[src/pir_pkg.sv]
// Functional notes
// [RULE_01] Four active-low PCI interrupt lines are accepted
// [RULE_02] Slot D,A,B,C pins feed board A,B,C,D
// [RULE_03] One board line reaches one IRQ
// [RULE_04] Code gives IRQ number; 0,2,8,13 reserved
// [RULE_05] First register: INTD high, aux 0 low
// [RULE_06] Second register: INTA high, INTB low
// [RULE_07] Third register: INTC high, aux 1 low
// [RULE_08] All routing registers reset to zero
// [RULE_09] Firmware programs routing; software may rewrite later
// [RULE_10] Reserved code disconnects; shared IRQs are ORed
// [RULE_11] Writes land on that edge; reads unchanged
package pir_pkg;

  // Configuration-space byte offsets of the routing registers
  localparam logic [7:0] PIR_OFS_STEER_D_AUX0 = 8'h55;
  localparam logic [7:0] PIR_OFS_STEER_A_B    = 8'h56;
  localparam logic [7:0] PIR_OFS_STEER_C_AUX1 = 8'h57;

  // Reset value of every routing register
  localparam logic [7:0] PIR_STEER_RESET = 8'h00;

  // Field positions inside a routing register
  localparam int PIR_HI_LSB   = 4;
  localparam int PIR_LO_LSB   = 0;
  localparam int PIR_CODE_W   = 4;
  localparam int PIR_IRQ_NUM  = 16;
  localparam int PIR_LINE_NUM = 4;

  // Reserved steering codes
  localparam logic [3:0] PIR_CODE_RSV0 = 4'h0;
  localparam logic [3:0] PIR_CODE_RSV2 = 4'h2;
  localparam logic [3:0] PIR_CODE_RSV8 = 4'h8;
  localparam logic [3:0] PIR_CODE_RSVD = 4'hD;

  // Board line indices
  localparam int PIR_LINE_A = 0;
  localparam int PIR_LINE_B = 1;
  localparam int PIR_LINE_C = 2;
  localparam int PIR_LINE_D = 3;

  // One configuration access, as presented by the bridge front end
  typedef struct packed {
    logic       wr;    // Write strobe, one cycle
    logic       rd;    // Read strobe, one cycle
    logic [7:0] addr;  // Byte offset in configuration space
    logic [7:0] wdata; // Write byte
  } pir_cfg_req_s;

endpackage : pir_pkg

[src/pir_router.sv]
module pir_router (
  input  wire logic                 clk_sys,           // Bus clock, 25 MHz
  input  wire logic                 rst_n,             // Async reset, active low
  input  wire pir_pkg::pir_cfg_req_s cfg_req,          // Configuration access
  output logic [7:0]                cfg_rdata,         // Read data, one cycle after rd
  output logic                      cfg_rvalid,        // Read data valid pulse
  input  wire logic [3:0]           board_int_n,       // On-board agents, A..D, active low
  input  wire logic [3:0]           slot_int_n,        // Slot pins A..D, active low
  input  wire logic                 aux_interrupt_in0_n, // Auxiliary input 0, active low
  input  wire logic                 aux_interrupt_in1, // Auxiliary input 1, active high
  output logic [15:0]               irq_out            // AT IRQ lines, active high
);

  // Routing registers
  logic [7:0]  irq_steer_d_aux0;  // INTD / aux 0 codes
  logic [7:0]  irq_steer_a_b;     // INTA / INTB codes
  logic [7:0]  irq_steer_c_aux1;  // INTC / aux 1 codes
  logic [7:0]  next_steer_d_aux0; // Next values
  logic [7:0]  next_steer_a_b;
  logic [7:0]  next_steer_c_aux1;
  logic [7:0]  next_rdata;        // Next read data
  logic        next_rvalid;       // Next read-valid
  logic [15:0] next_irq;          // Next IRQ image

  // Combined board lines, active high
  logic [3:0]  line_act;

  // Decode a steering code into a one-hot IRQ mask; reserved codes give none
  function automatic logic [15:0] pir_decode(input logic [3:0] code);
    logic [15:0] mask;
    mask = '0;
    if (code != pir_pkg::PIR_CODE_RSV0 && code != pir_pkg::PIR_CODE_RSV2 &&
        code != pir_pkg::PIR_CODE_RSV8 && code != pir_pkg::PIR_CODE_RSVD) begin // RULE_10
      mask[code] = 1'b1; // RULE_04
    end
    return mask;
  endfunction : pir_decode

  // Wire-AND of the shared lines: slot pins are rotated onto board lines
  always_comb begin
    line_act[pir_pkg::PIR_LINE_A] = ~board_int_n[0] | ~slot_int_n[3]; // RULE_02
    line_act[pir_pkg::PIR_LINE_B] = ~board_int_n[1] | ~slot_int_n[0]; // RULE_02
    line_act[pir_pkg::PIR_LINE_C] = ~board_int_n[2] | ~slot_int_n[1]; // RULE_02
    line_act[pir_pkg::PIR_LINE_D] = ~board_int_n[3] | ~slot_int_n[2]; // RULE_02 RULE_01
  end

  // Register write and read path
  always_comb begin
    next_steer_d_aux0 = irq_steer_d_aux0;
    next_steer_a_b    = irq_steer_a_b;
    next_steer_c_aux1 = irq_steer_c_aux1;
    next_rdata        = 8'h00;
    next_rvalid       = cfg_req.rd;
    // Writes land on the edge that takes the strobe
    if (cfg_req.wr) begin
      unique case (cfg_req.addr)
        pir_pkg::PIR_OFS_STEER_D_AUX0: next_steer_d_aux0 = cfg_req.wdata; // RULE_11
        pir_pkg::PIR_OFS_STEER_A_B:    next_steer_a_b    = cfg_req.wdata; // RULE_11
        pir_pkg::PIR_OFS_STEER_C_AUX1: next_steer_c_aux1 = cfg_req.wdata; // RULE_11
        default: ;  // Other offsets belong to other bridge functions
      endcase
    end
    // Reads return the stored byte; other offsets read zero
    if (cfg_req.rd) begin
      unique case (cfg_req.addr)
        pir_pkg::PIR_OFS_STEER_D_AUX0: next_rdata = irq_steer_d_aux0; // RULE_11
        pir_pkg::PIR_OFS_STEER_A_B:    next_rdata = irq_steer_a_b;
        pir_pkg::PIR_OFS_STEER_C_AUX1: next_rdata = irq_steer_c_aux1;
        default:                       next_rdata = 8'h00;
      endcase
    end
  end

  // Register the configuration state
  always_ff @(posedge clk_sys or negedge rst_n) begin
    if (!rst_n) begin
      irq_steer_d_aux0 <= pir_pkg::PIR_STEER_RESET; // RULE_08
      irq_steer_a_b    <= pir_pkg::PIR_STEER_RESET; // RULE_08
      irq_steer_c_aux1 <= pir_pkg::PIR_STEER_RESET; // RULE_08
      cfg_rdata        <= 8'h00;
      cfg_rvalid       <= 1'b0;
    end else begin
      irq_steer_d_aux0 <= next_steer_d_aux0;
      irq_steer_a_b    <= next_steer_a_b;
      irq_steer_c_aux1 <= next_steer_c_aux1;
      cfg_rdata        <= next_rdata;
      cfg_rvalid       <= next_rvalid;
    end
  end

  // Steering: each source picks at most one IRQ; shared IRQs are ORed.
  // The output is registered, which costs one cycle of latency but keeps
  // glitches of the decode away from the interrupt controller.
  always_comb begin
    next_irq = '0;
    if (line_act[pir_pkg::PIR_LINE_D])
      next_irq = next_irq | pir_decode(irq_steer_d_aux0[7:4]); // RULE_05
    if (!aux_interrupt_in0_n)
      next_irq = next_irq | pir_decode(irq_steer_d_aux0[3:0]); // RULE_05
    if (line_act[pir_pkg::PIR_LINE_A])
      next_irq = next_irq | pir_decode(irq_steer_a_b[7:4]);    // RULE_06
    if (line_act[pir_pkg::PIR_LINE_B])
      next_irq = next_irq | pir_decode(irq_steer_a_b[3:0]);    // RULE_06
    if (line_act[pir_pkg::PIR_LINE_C])
      next_irq = next_irq | pir_decode(irq_steer_c_aux1[7:4]); // RULE_07
    if (aux_interrupt_in1)
      next_irq = next_irq | pir_decode(irq_steer_c_aux1[3:0]); // RULE_07
  end

  // Register the IRQ image
  always_ff @(posedge clk_sys or negedge rst_n) begin
    if (!rst_n) begin
      irq_out <= '0;           // RULE_08
    end else begin
      irq_out <= next_irq;     // RULE_03 RULE_10
    end
  end

  // Reserved IRQ positions can never be driven
  AST_RSV_NEVER: assert property (@(posedge clk_sys) disable iff (!rst_n) // RULE_04
    (irq_out[0] | irq_out[2] | irq_out[8] | irq_out[13]) == 1'b0)
    else $error("Reserved IRQ asserted");

  // Write to the first register shows on read two cycles later
  AST_WR_D_AUX0: assert property (@(posedge clk_sys) disable iff (!rst_n) // RULE_11
    cfg_req.wr && cfg_req.addr == 8'h55 ##1 (cfg_req.rd && !cfg_req.wr && cfg_req.addr == 8'h55)
    |=> cfg_rvalid && cfg_rdata == $past(cfg_req.wdata, 2))
    else $error("Routing write not read back");

  // Unmapped reads return zero
  AST_UNMAPPED: assert property (@(posedge clk_sys) disable iff (!rst_n) // RULE_11
    cfg_req.rd && !(cfg_req.addr inside {8'h55, 8'h56, 8'h57}) |=> cfg_rdata == 8'h00)
    else $error("Unmapped read not zero");

  // With all registers at zero nothing is routed
  AST_RESET_QUIET: assert property (@(posedge clk_sys) disable iff (!rst_n) // RULE_08
    $past(irq_steer_d_aux0) == 8'h00 && $past(irq_steer_a_b) == 8'h00 &&
    $past(irq_steer_c_aux1) == 8'h00 |-> irq_out == 16'h0000)
    else $error("IRQ driven while routing disabled");

  // Slot pin D raises the IRQ chosen for board line A
  AST_ROT_SLOT_D: assert property (@(posedge clk_sys) disable iff (!rst_n) // RULE_02
    !slot_int_n[3] && irq_steer_a_b[7:4] == 4'h9 |=> irq_out[9])
    else $error("Slot D not rotated onto board A");

  // Slot pin A raises the IRQ chosen for board line B
  AST_ROT_SLOT_A: assert property (@(posedge clk_sys) disable iff (!rst_n) // RULE_02
    !slot_int_n[0] && irq_steer_a_b[3:0] == 4'hA |=> irq_out[10])
    else $error("Slot A not rotated onto board B");

  // On-board agent and slot on one line land on the same IRQ
  AST_SHARED_LINE: assert property (@(posedge clk_sys) disable iff (!rst_n) // RULE_03
    (!board_int_n[2] || !slot_int_n[1]) && irq_steer_c_aux1[7:4] == 4'hB |=> irq_out[11])
    else $error("Shared board line C lost");

  // Aux input 0 follows the low nibble of the first register
  AST_AUX0: assert property (@(posedge clk_sys) disable iff (!rst_n) // RULE_05
    !aux_interrupt_in0_n && irq_steer_d_aux0[3:0] == 4'h5 |=> irq_out[5])
    else $error("Aux 0 not routed");

  // Aux input 1 follows the low nibble of the third register
  AST_AUX1: assert property (@(posedge clk_sys) disable iff (!rst_n) // RULE_07
    aux_interrupt_in1 && irq_steer_c_aux1[3:0] == 4'hF |=> irq_out[15])
    else $error("Aux 1 not routed");

  // Inactive sources cannot hold an IRQ up
  AST_IDLE_CLEAR: assert property (@(posedge clk_sys) disable iff (!rst_n) // RULE_10
    (&board_int_n) && (&slot_int_n) && aux_interrupt_in0_n && !aux_interrupt_in1
    |=> irq_out == 16'h0000)
    else $error("IRQ held without a source");

  // Every read strobe gives exactly one valid pulse on the next edge
  AST_RVALID_ON: assert property (@(posedge clk_sys) disable iff (!rst_n) // RULE_11
    cfg_req.rd |=> cfg_rvalid)
    else $error("Read strobe gave no valid pulse");

  // Without a read the data bus rests at zero, so stale bytes never leak out
  AST_RVALID_OFF: assert property (@(posedge clk_sys) disable iff (!rst_n) // RULE_11
    !cfg_req.rd |=> !cfg_rvalid && cfg_rdata == 8'h00)
    else $error("Read data or valid without a strobe");

  // Second register reads back its stored byte unchanged
  AST_RD_A_B: assert property (@(posedge clk_sys) disable iff (!rst_n) // RULE_06
    cfg_req.rd && cfg_req.addr == pir_pkg::PIR_OFS_STEER_A_B
    |=> cfg_rdata == $past(irq_steer_a_b))
    else $error("Second routing register read wrong");

  // Third register reads back its stored byte unchanged
  AST_RD_C_AUX1: assert property (@(posedge clk_sys) disable iff (!rst_n) // RULE_07
    cfg_req.rd && cfg_req.addr == pir_pkg::PIR_OFS_STEER_C_AUX1
    |=> cfg_rdata == $past(irq_steer_c_aux1))
    else $error("Third routing register read wrong");

  // A write lands on the very edge that takes it
  AST_WR_LAND: assert property (@(posedge clk_sys) disable iff (!rst_n) // RULE_11
    cfg_req.wr && cfg_req.addr == pir_pkg::PIR_OFS_STEER_A_B
    |=> irq_steer_a_b == $past(cfg_req.wdata))
    else $error("Routing write did not land");

  // Writes to neighbouring offsets belong to other functions and must not touch routing
  AST_WR_IGNORED: assert property (@(posedge clk_sys) disable iff (!rst_n) // RULE_11
    cfg_req.wr && !(cfg_req.addr inside {8'h55, 8'h56, 8'h57})
    |=> $stable(irq_steer_d_aux0) && $stable(irq_steer_a_b) && $stable(irq_steer_c_aux1))
    else $error("Unmapped write changed routing");

  // Slot pin B raises the IRQ chosen for board line C
  AST_ROT_SLOT_B: assert property (@(posedge clk_sys) disable iff (!rst_n) // RULE_02
    !slot_int_n[1] && irq_steer_c_aux1[7:4] == 4'hC |=> irq_out[12])
    else $error("Slot B not rotated onto board C");

  // Slot pin C raises the IRQ chosen for board line D
  AST_ROT_SLOT_C: assert property (@(posedge clk_sys) disable iff (!rst_n) // RULE_02
    !slot_int_n[2] && irq_steer_d_aux0[7:4] == 4'h9 |=> irq_out[9])
    else $error("Slot C not rotated onto board D");

  // An on-board agent on line A reaches the IRQ chosen for that line
  AST_BOARD_A: assert property (@(posedge clk_sys) disable iff (!rst_n) // RULE_01
    !board_int_n[0] && irq_steer_a_b[7:4] == 4'hA |=> irq_out[10])
    else $error("Board line A not routed");

endmodule : pir_router

[config.mk]
export PLATFORM = sky130hd
export DESIGN_NAME = pir_router
export DESIGN_NICKNAME = d
export VERILOG_FILES = /design/src/pir_pkg.sv /design/src/pir_router.sv
export SDC_FILE = /design/constraint.sdc
export NUM_CORES = 1
export LEC_CHECK = 0
export BUFFER_PORTS_ARGS = -buffer_cell sky130_fd_sc_hd__buf_4
export CAP_MARGIN = 20
export CORE_ASPECT_RATIO = 0.7
export CORE_UTILIZATION = 46
export DETAILED_ROUTE_END_ITERATION = 10
export PLACE_DENSITY_LB_ADDON = 0.15
export SLEW_MARGIN = 15
export SYNTH_ARGS = -nofsm -noshare
export SYNTH_HDL_FRONTEND = slang
export SYNTH_SLANG_ARGS = --single-unit
[constraint.sdc]
create_clock -name clk_sys -period 1.8 [get_ports clk_sys]
set_clock_uncertainty 0.05 [all_clocks]
set_input_delay 0.18 -clock clk_sys [delete_from_list [all_inputs] [get_ports clk_sys]]
set_output_delay 0.18 -clock clk_sys [all_outputs]
set_load 0.02 [all_outputs]
After elaboration in Yosys (flattened, before gate mapping)

Cells that the tools add are included.

Bits in latches: 0
Memories: 0
Bits in read-only memories: 0
Input bits: 30
Flip-flop bits (word level): 49
Bits in writable memories: 0
Output and inout port bits: 25

Shift-type cells: 0
$mul: 0
Add/sub/neg operators: 0
Div/mod/pow operators: 0
Reduce and logical (&&, ||, !) cells: 33
Bitwise operators: 17
Order comparisons: 12
Equality and inequality tests: 21
Mux-type cells: 31

Operators by type and width:

| cell                                                              | count |
|---|---|
| two-way mux 16 bit                                                | 17 |
| bitwise OR 16 bit                                                 | 5 |
| != test 4 bit, second input constant                              | 12 |
| less-than comparator 4 x 5 -> 1 bit, second input constant        | 6 |
| demux 1 bit (select 4 bit)                                        | 6 |
| == test 8 x 7 -> 1 bit, second input constant                     | 3 |
| greater-or-equal comparator 4 x 1 -> 1 bit, second input constant | 6 |
| logical AND 1 bit                                                 | 24 |
| != test 4 x 2 -> 1 bit, second input constant                     | 6 |
| case mux 8 bit (3 select lines)                                   | 1 |
| nonzero test 4 bit                                                | 6 |
| two-way mux 8 bit                                                 | 1 |
| inverter 1 bit                                                    | 8 |
| two-way mux 1 bit                                                 | 6 |
| AND reduction 2 bit                                               | 3 |
| bitwise OR 1 bit                                                  | 4 |

Longest topological paths before layout

Word-level depth: 16
Gate-level depth with buffers: 5
Depth with buffers taken out: 4

Worst setup path after synthesis

No wires, ideal clock.

Path type: in2reg
Start: input cfg_req[13] (netlist name)
End: register irq_steer_d_aux0[0]
Required time: 1625 ps
Cell stages on the path: 5
Path slack: 72 ps
Arrival time: 1553 ps
Path through: nand4bb_1 or3_1 buf_6 nor3b_4 mux2_2

Longest elaborated chain between the ends: 2

Ends and longest elaborated chain:

| element                              | RTL line         | text |
|---|---|---|
| start: declaration                   | pir_router.sv:4  | `input wire pir_pkg::pir_cfg_req_s cfg_req,` |
| == test 8 x 7 -> 1 bit               | pir_router.sv:56 | `unique case (cfg_req.addr)` |
| AND reduction 2 bit (no source line) | -                |  |
| end signal: assignment               | pir_router.sv:77 | `irq_steer_d_aux0 <= pir_pkg::PIR_STEER_RESET;` |
| end signal: assignment               | pir_router.sv:83 | `irq_steer_d_aux0 <= next_steer_d_aux0;` |
| end: declaration                     | pir_router.sv:15 | `logic [7:0] irq_steer_d_aux0;` |

No other way between the ends.
A chain may end at the register's enable or synchronous reset.

Worst setup path after layout

Start: register irq_steer_d_aux0[3]
End: register irq_out[11]

Longest elaborated chain between the ends: 16

Ends and longest elaborated chain:

| element                                                                           | RTL line                           | text |
|---|---|---|
| less-than comparator 4 x 5 -> 1 bit (not written as such) (tied with other cells) | pir_router.sv:34                   | `mask[code] = 1'b1;` |
| logical AND 1 bit, on equally long branches                                       | pir_router.sv:34, pir_router.sv:32 |  |
| two-way mux 1 bit (not written as such) or logical AND 1 bit (tied branches)      | pir_router.sv:34, pir_router.sv:32 |  |
| demux 1 bit (select 4 bit) or logical AND 1 bit (tied branches)                   | pir_router.sv:34, pir_router.sv:33 |  |
| two-way mux 16 bit (*)                                                            | pir_router.sv:32                   | `if (code != pir_pkg::PIR_CODE_RSV0 && code != pir_pkg::PIR_CODE_RSV2 &&` |
| two-way mux 16 bit (*)                                                            | pir_router.sv:98                   | `if (!aux_interrupt_in0_n)` |
| bitwise OR 16 bit (*)                                                             | pir_router.sv:99                   | `next_irq = next_irq \| pir_decode(irq_steer_d_aux0[3:0]);` |
| two-way mux 16 bit (*)                                                            | pir_router.sv:98                   |  |
| bitwise OR 16 bit                                                                 | pir_router.sv:101                  | `next_irq = next_irq \| pir_decode(irq_steer_a_b[7:4]);` |
| two-way mux 16 bit (*)                                                            | pir_router.sv:100                  | `if (line_act[pir_pkg::PIR_LINE_A])` |
| bitwise OR 16 bit                                                                 | pir_router.sv:103                  | `next_irq = next_irq \| pir_decode(irq_steer_a_b[3:0]);` |
| two-way mux 16 bit (*)                                                            | pir_router.sv:102                  | `if (line_act[pir_pkg::PIR_LINE_B])` |
| bitwise OR 16 bit                                                                 | pir_router.sv:105                  | `next_irq = next_irq \| pir_decode(irq_steer_c_aux1[7:4]);` |
| two-way mux 16 bit (*)                                                            | pir_router.sv:104                  | `if (line_act[pir_pkg::PIR_LINE_C])` |
| bitwise OR 16 bit                                                                 | pir_router.sv:107                  | `next_irq = next_irq \| pir_decode(irq_steer_c_aux1[3:0]);` |
| two-way mux 16 bit (*)                                                            | pir_router.sv:106                  | `if (aux_interrupt_in1)` |
| net next_irq[11]                                                                  | pir_router.sv:23                   | `logic [15:0] next_irq;` |
| end signal: assignment                                                            | pir_router.sv:115                  | `irq_out <= next_irq;` |
| end: declaration                                                                  | pir_router.sv:11                   | `output logic [15:0] irq_out` |

The timed path passes the listed nets; every way through them passes the cells marked *. The select of a mux whose other input is x is not followed.

==> impl_metrics.env <==
export IMPL_status="complete, but fails checks"
export IMPL_violations="design-rule violations"
export IMPL_powerDensity_mw_per_mm2=759.2
export IMPL_ys_seq_area_frac=0.4922
export IMPL_finalHoldViolCount=0
export IMPL_cp_end_kind="flop"
export IMPL_num_fill_cells=482
export IMPL_period_share=0.8807
export IMPL_setup_viol=0
export IMPL_die_w_um=89.96
export IMPL_gp_congestion=0.8960
export IMPL_layout_nets=321
export IMPL_synthArstFlopShare=1.000
export IMPL_grt_pass1_wl_um=10590
export IMPL_max_stage_delay_ps=450
export IMPL_htree_levels=2
export IMPL_crit_path_cell_trace="nor3b_1, and3_1, a311oi_1, o221ai_1"
export IMPL_drive_gt1_frac=0.3630
export IMPL_drt_wl_total_um=6485
export IMPL_cts_made_buffers=5
export IMPL_vdd_ir_drop_max_mv=0.3562
export IMPL_cts_resized=0
export IMPL_coreArea_mm2=0.005230
export IMPL_overflow=0
export IMPL_critPathRequiredTime_ps=1900
export IMPL_yosys_register_bits=49
export IMPL_wire_per_inst_um=17.82
export IMPL_fin_area_mm2=0.003171
export IMPL_port_buffers=54
export IMPL_synth_cell_types=40
export IMPL_drv_slew=0
export IMPL_critical_path_arrival_ps=1690
export IMPL_drc_errors=1
export IMPL_worst_pin_slew_ps=603.9
export IMPL_crit_type="flop to flop"
export IMPL_yosys_top_cells_area="dfrtp_1 (49%), mux2_2 (14%), nor2_1 (2.9%), nand2_1 (2.7%), nand2b_1 (2.5%)"
export IMPL_firstDrtPassIters=8
export IMPL_synth_top_cell_by_area="dfrtp_1"
export IMPL_hp_start="cfg_req[3]"
export IMPL_synth_top_flop_cell="dfrtp_1"
export IMPL_placed_area_mm2=0.003013
export IMPL_yosys_warnings=0
export IMPL_synth_edff_count=0
export IMPL_die_h_um=63.57
export IMPL_dp_hpwl_um=4798
export IMPL_maxCapViolCount=0
export IMPL_via_per_inst=5.723
export IMPL_cp_slowest_cell="dfrtp_1"
export IMPL_cts_tree="done"
export IMPL_track_usage=0.2447
export IMPL_syn_cell_area_mm2=0.002491
export IMPL_cp_top_family="compound AO/OA/AOI/OAI gates"
export IMPL_drtIter0Drc=238
export IMPL_rows=22
export IMPL_fp_dieArea_mm2=0.005718
export IMPL_crit_buf_inv=0
export IMPL_startpoint="irq_steer_d_aux0[3]"
export IMPL_post_route_util=0.6062
export IMPL_reg2reg_from="irq_steer_d_aux0[3]"
export IMPL_clock_sinks=49
export IMPL_max_slew_margin_rel=0.5974
export IMPL_start_kind="flop"
export IMPL_rsz0062_at_grt="no"
export IMPL_worst_path_max_fanout=6
export IMPL_root_buffer="clkbuf_8"
export IMPL_initial_core_util=0.4763
export IMPL_max_freq_ghz=0.6308
export IMPL_finalPower_w=0.002407
export IMPL_ios=55
export IMPL_syn_avg_cell_area_um2=11.02
export IMPL_path_clk_slew_ps=90
export IMPL_p_leak_nw=1.476
export IMPL_antennaDiodeCount=0
export IMPL_grt_max_degree=50
export IMPL_antenna_found_initial=0
export IMPL_grt_pass1_vias=1918
export IMPL_clkLatencyLatePin_ps=300
export IMPL_synthCells=226
export IMPL_synth_top_area_share=0.4922
export IMPL_min_path_type="primary input to flop"
export IMPL_vias=2083
export IMPL_drtAntennaViolNets=0
export IMPL_clock_path_buffers=2
export IMPL_period_minus_slack_ps=1585
export IMPL_area_delta_synth_final_pct=27.27
==> layer usage <==
metal | up-vias | global-route usage | wire, um
li1 | 977 | - | -
met1 | 1017 | 0.3707 | 3128
met2 | 84 | 0.3635 | 2923
met3 | 5 | 0.04106 | 379
met4 | 0 | 0.06048 | 54
met5 | - | 0 | 0
==> area by class of cell <==
| type | count | area, um2 | area share |
|---|---|---|---|
| clock inverter | 3 | 68.82 | 0.02170 |
| multi-input combinational | 171 | 1235 | 0.3895 |
| clock buffer | 5 | 68.82 | 0.02170 |
| tap | 72 | 90.09 | 0.02841 |
| sequential | 49 | 1226 | 0.3867 |
| timing repair buffer | 63 | 478.0 | 0.1507 |
| inverter | 1 | 3.754 | 0.001184 |
==> through the flow <==
| stage | TNS [ps] | setup WS (ps) | hold slack (ps) | std cells |
|---|---|---|---|---|
| 2_1_floorplan | 0 | 72.17 | -165.6 | 229 |
| 3_3_place_gp | -318.4 | -21.81 | 176.9 | 354 |
| 3_5_place_dp | -817.3 | -57.27 | 181.6 | 354 |
| 4_1_cts | 0 | 233.0 | 66.97 | 364 |
| 5_1_grt | 0 | 144.8 | 65.00 | 364 |
| 6_report | 0 | 214.8 | 72.69 | 364 |
==> synthesized netlist by cell type (all sizes together), types with 6 or more instances <==
cell,instances
nand3b,6
dfrtp,49
a22oi,8
nor3b,6
nand2b,10
nor2b,6
clkbuf,6
nand3,7
nand2,18
o32ai,7
o221ai,6
nor2,20
mux2,32
==> where the power goes <==
group / internal, W / switching [W] / total [W]
registers: 0.00114 / 0.0000501 / 0.00119
clock network: 0.000559 / 0.000377 / 0.000937
logic: 0.000136 / 0.000144 / 0.000280
total: 0.00184 / 0.000571 / 0.00241
==> cell usage in the layout (no fill, tap or decap), drive strengths merged <==
master | netlist | layout
o2bb2ai | 2 | 2
o21ai | 2 | 2
a22oi | 8 | 8
a21oi | 1 | 1
a31oi | 2 | 2
a32oi | 1 | 1
and2 | 2 | 2
or4 | 2 | 2
a221oi | 4 | 4
or3 | 5 | 5
nor3 | 3 | 3
o22ai | 2 | 2
o221ai | 6 | 6
nand2 | 18 | 18
o31ai | 3 | 3
and3 | 2 | 2
bufinv | 0 | 2
or3b | 1 | 1
nor4 | 1 | 1
and3b | 1 | 1
conb | 1 | 4
inv | 1 | 2
nand3b | 6 | 6
nor2 | 20 | 20
nor3b | 6 | 6
a311oi | 2 | 2
o22a | 2 | 2
or2 | 2 | 2
dfrtp | 49 | 49
o32ai | 7 | 7
nand2b | 10 | 10
nand4bb | 1 | 1
nor2b | 6 | 6
mux2 | 32 | 32
buf | 2 | 61
nand3 | 7 | 7
dlygate4sd3 | 0 | 2
clkbuf | 6 | 5
==> cells by family after synthesis <==
family,Yosys count,share of synthesized area
muxes,32,0.1446
AOI/OAI and AO/OA,42,0.1336
other,1,0.001505
buffers and inverters,9,0.01657
DFF,49,0.4922
and+or+nand+nor,93,0.2114
==> state kept, by name (all words and copies together) (netlist names) <==
signal and cells:
irq_steer_d_aux0 8, irq_steer_a_b 8, cfg_rvalid 1, irq_out 16, cfg_rdata 8, irq_steer_c_aux1 8
==> path summary, 6_finish.rpt <==
kind	endpoint	slack (ps)	cells after the start
worst max register to register	irq_out[11]	210	4
max in group asynchronous	irq_steer_d_aux0[0]	920	2
min in group asynchronous	irq_out[13]	380	2
worst max-delay path	irq_out[11]	210	4
worst min register to register	irq_steer_c_aux1[3]	560	1
worst min-delay path	irq_steer_a_b[3]	70	2
==> timing repair <==
item | CTS | global route
hold buffers | 2 | 0
setup endpoints to repair | 0 | 0
endpoints found under the hold margin | 50 | 0
buffers inserted | 0 | 0
No activity file was read; power rests on OpenSTA's default activity.
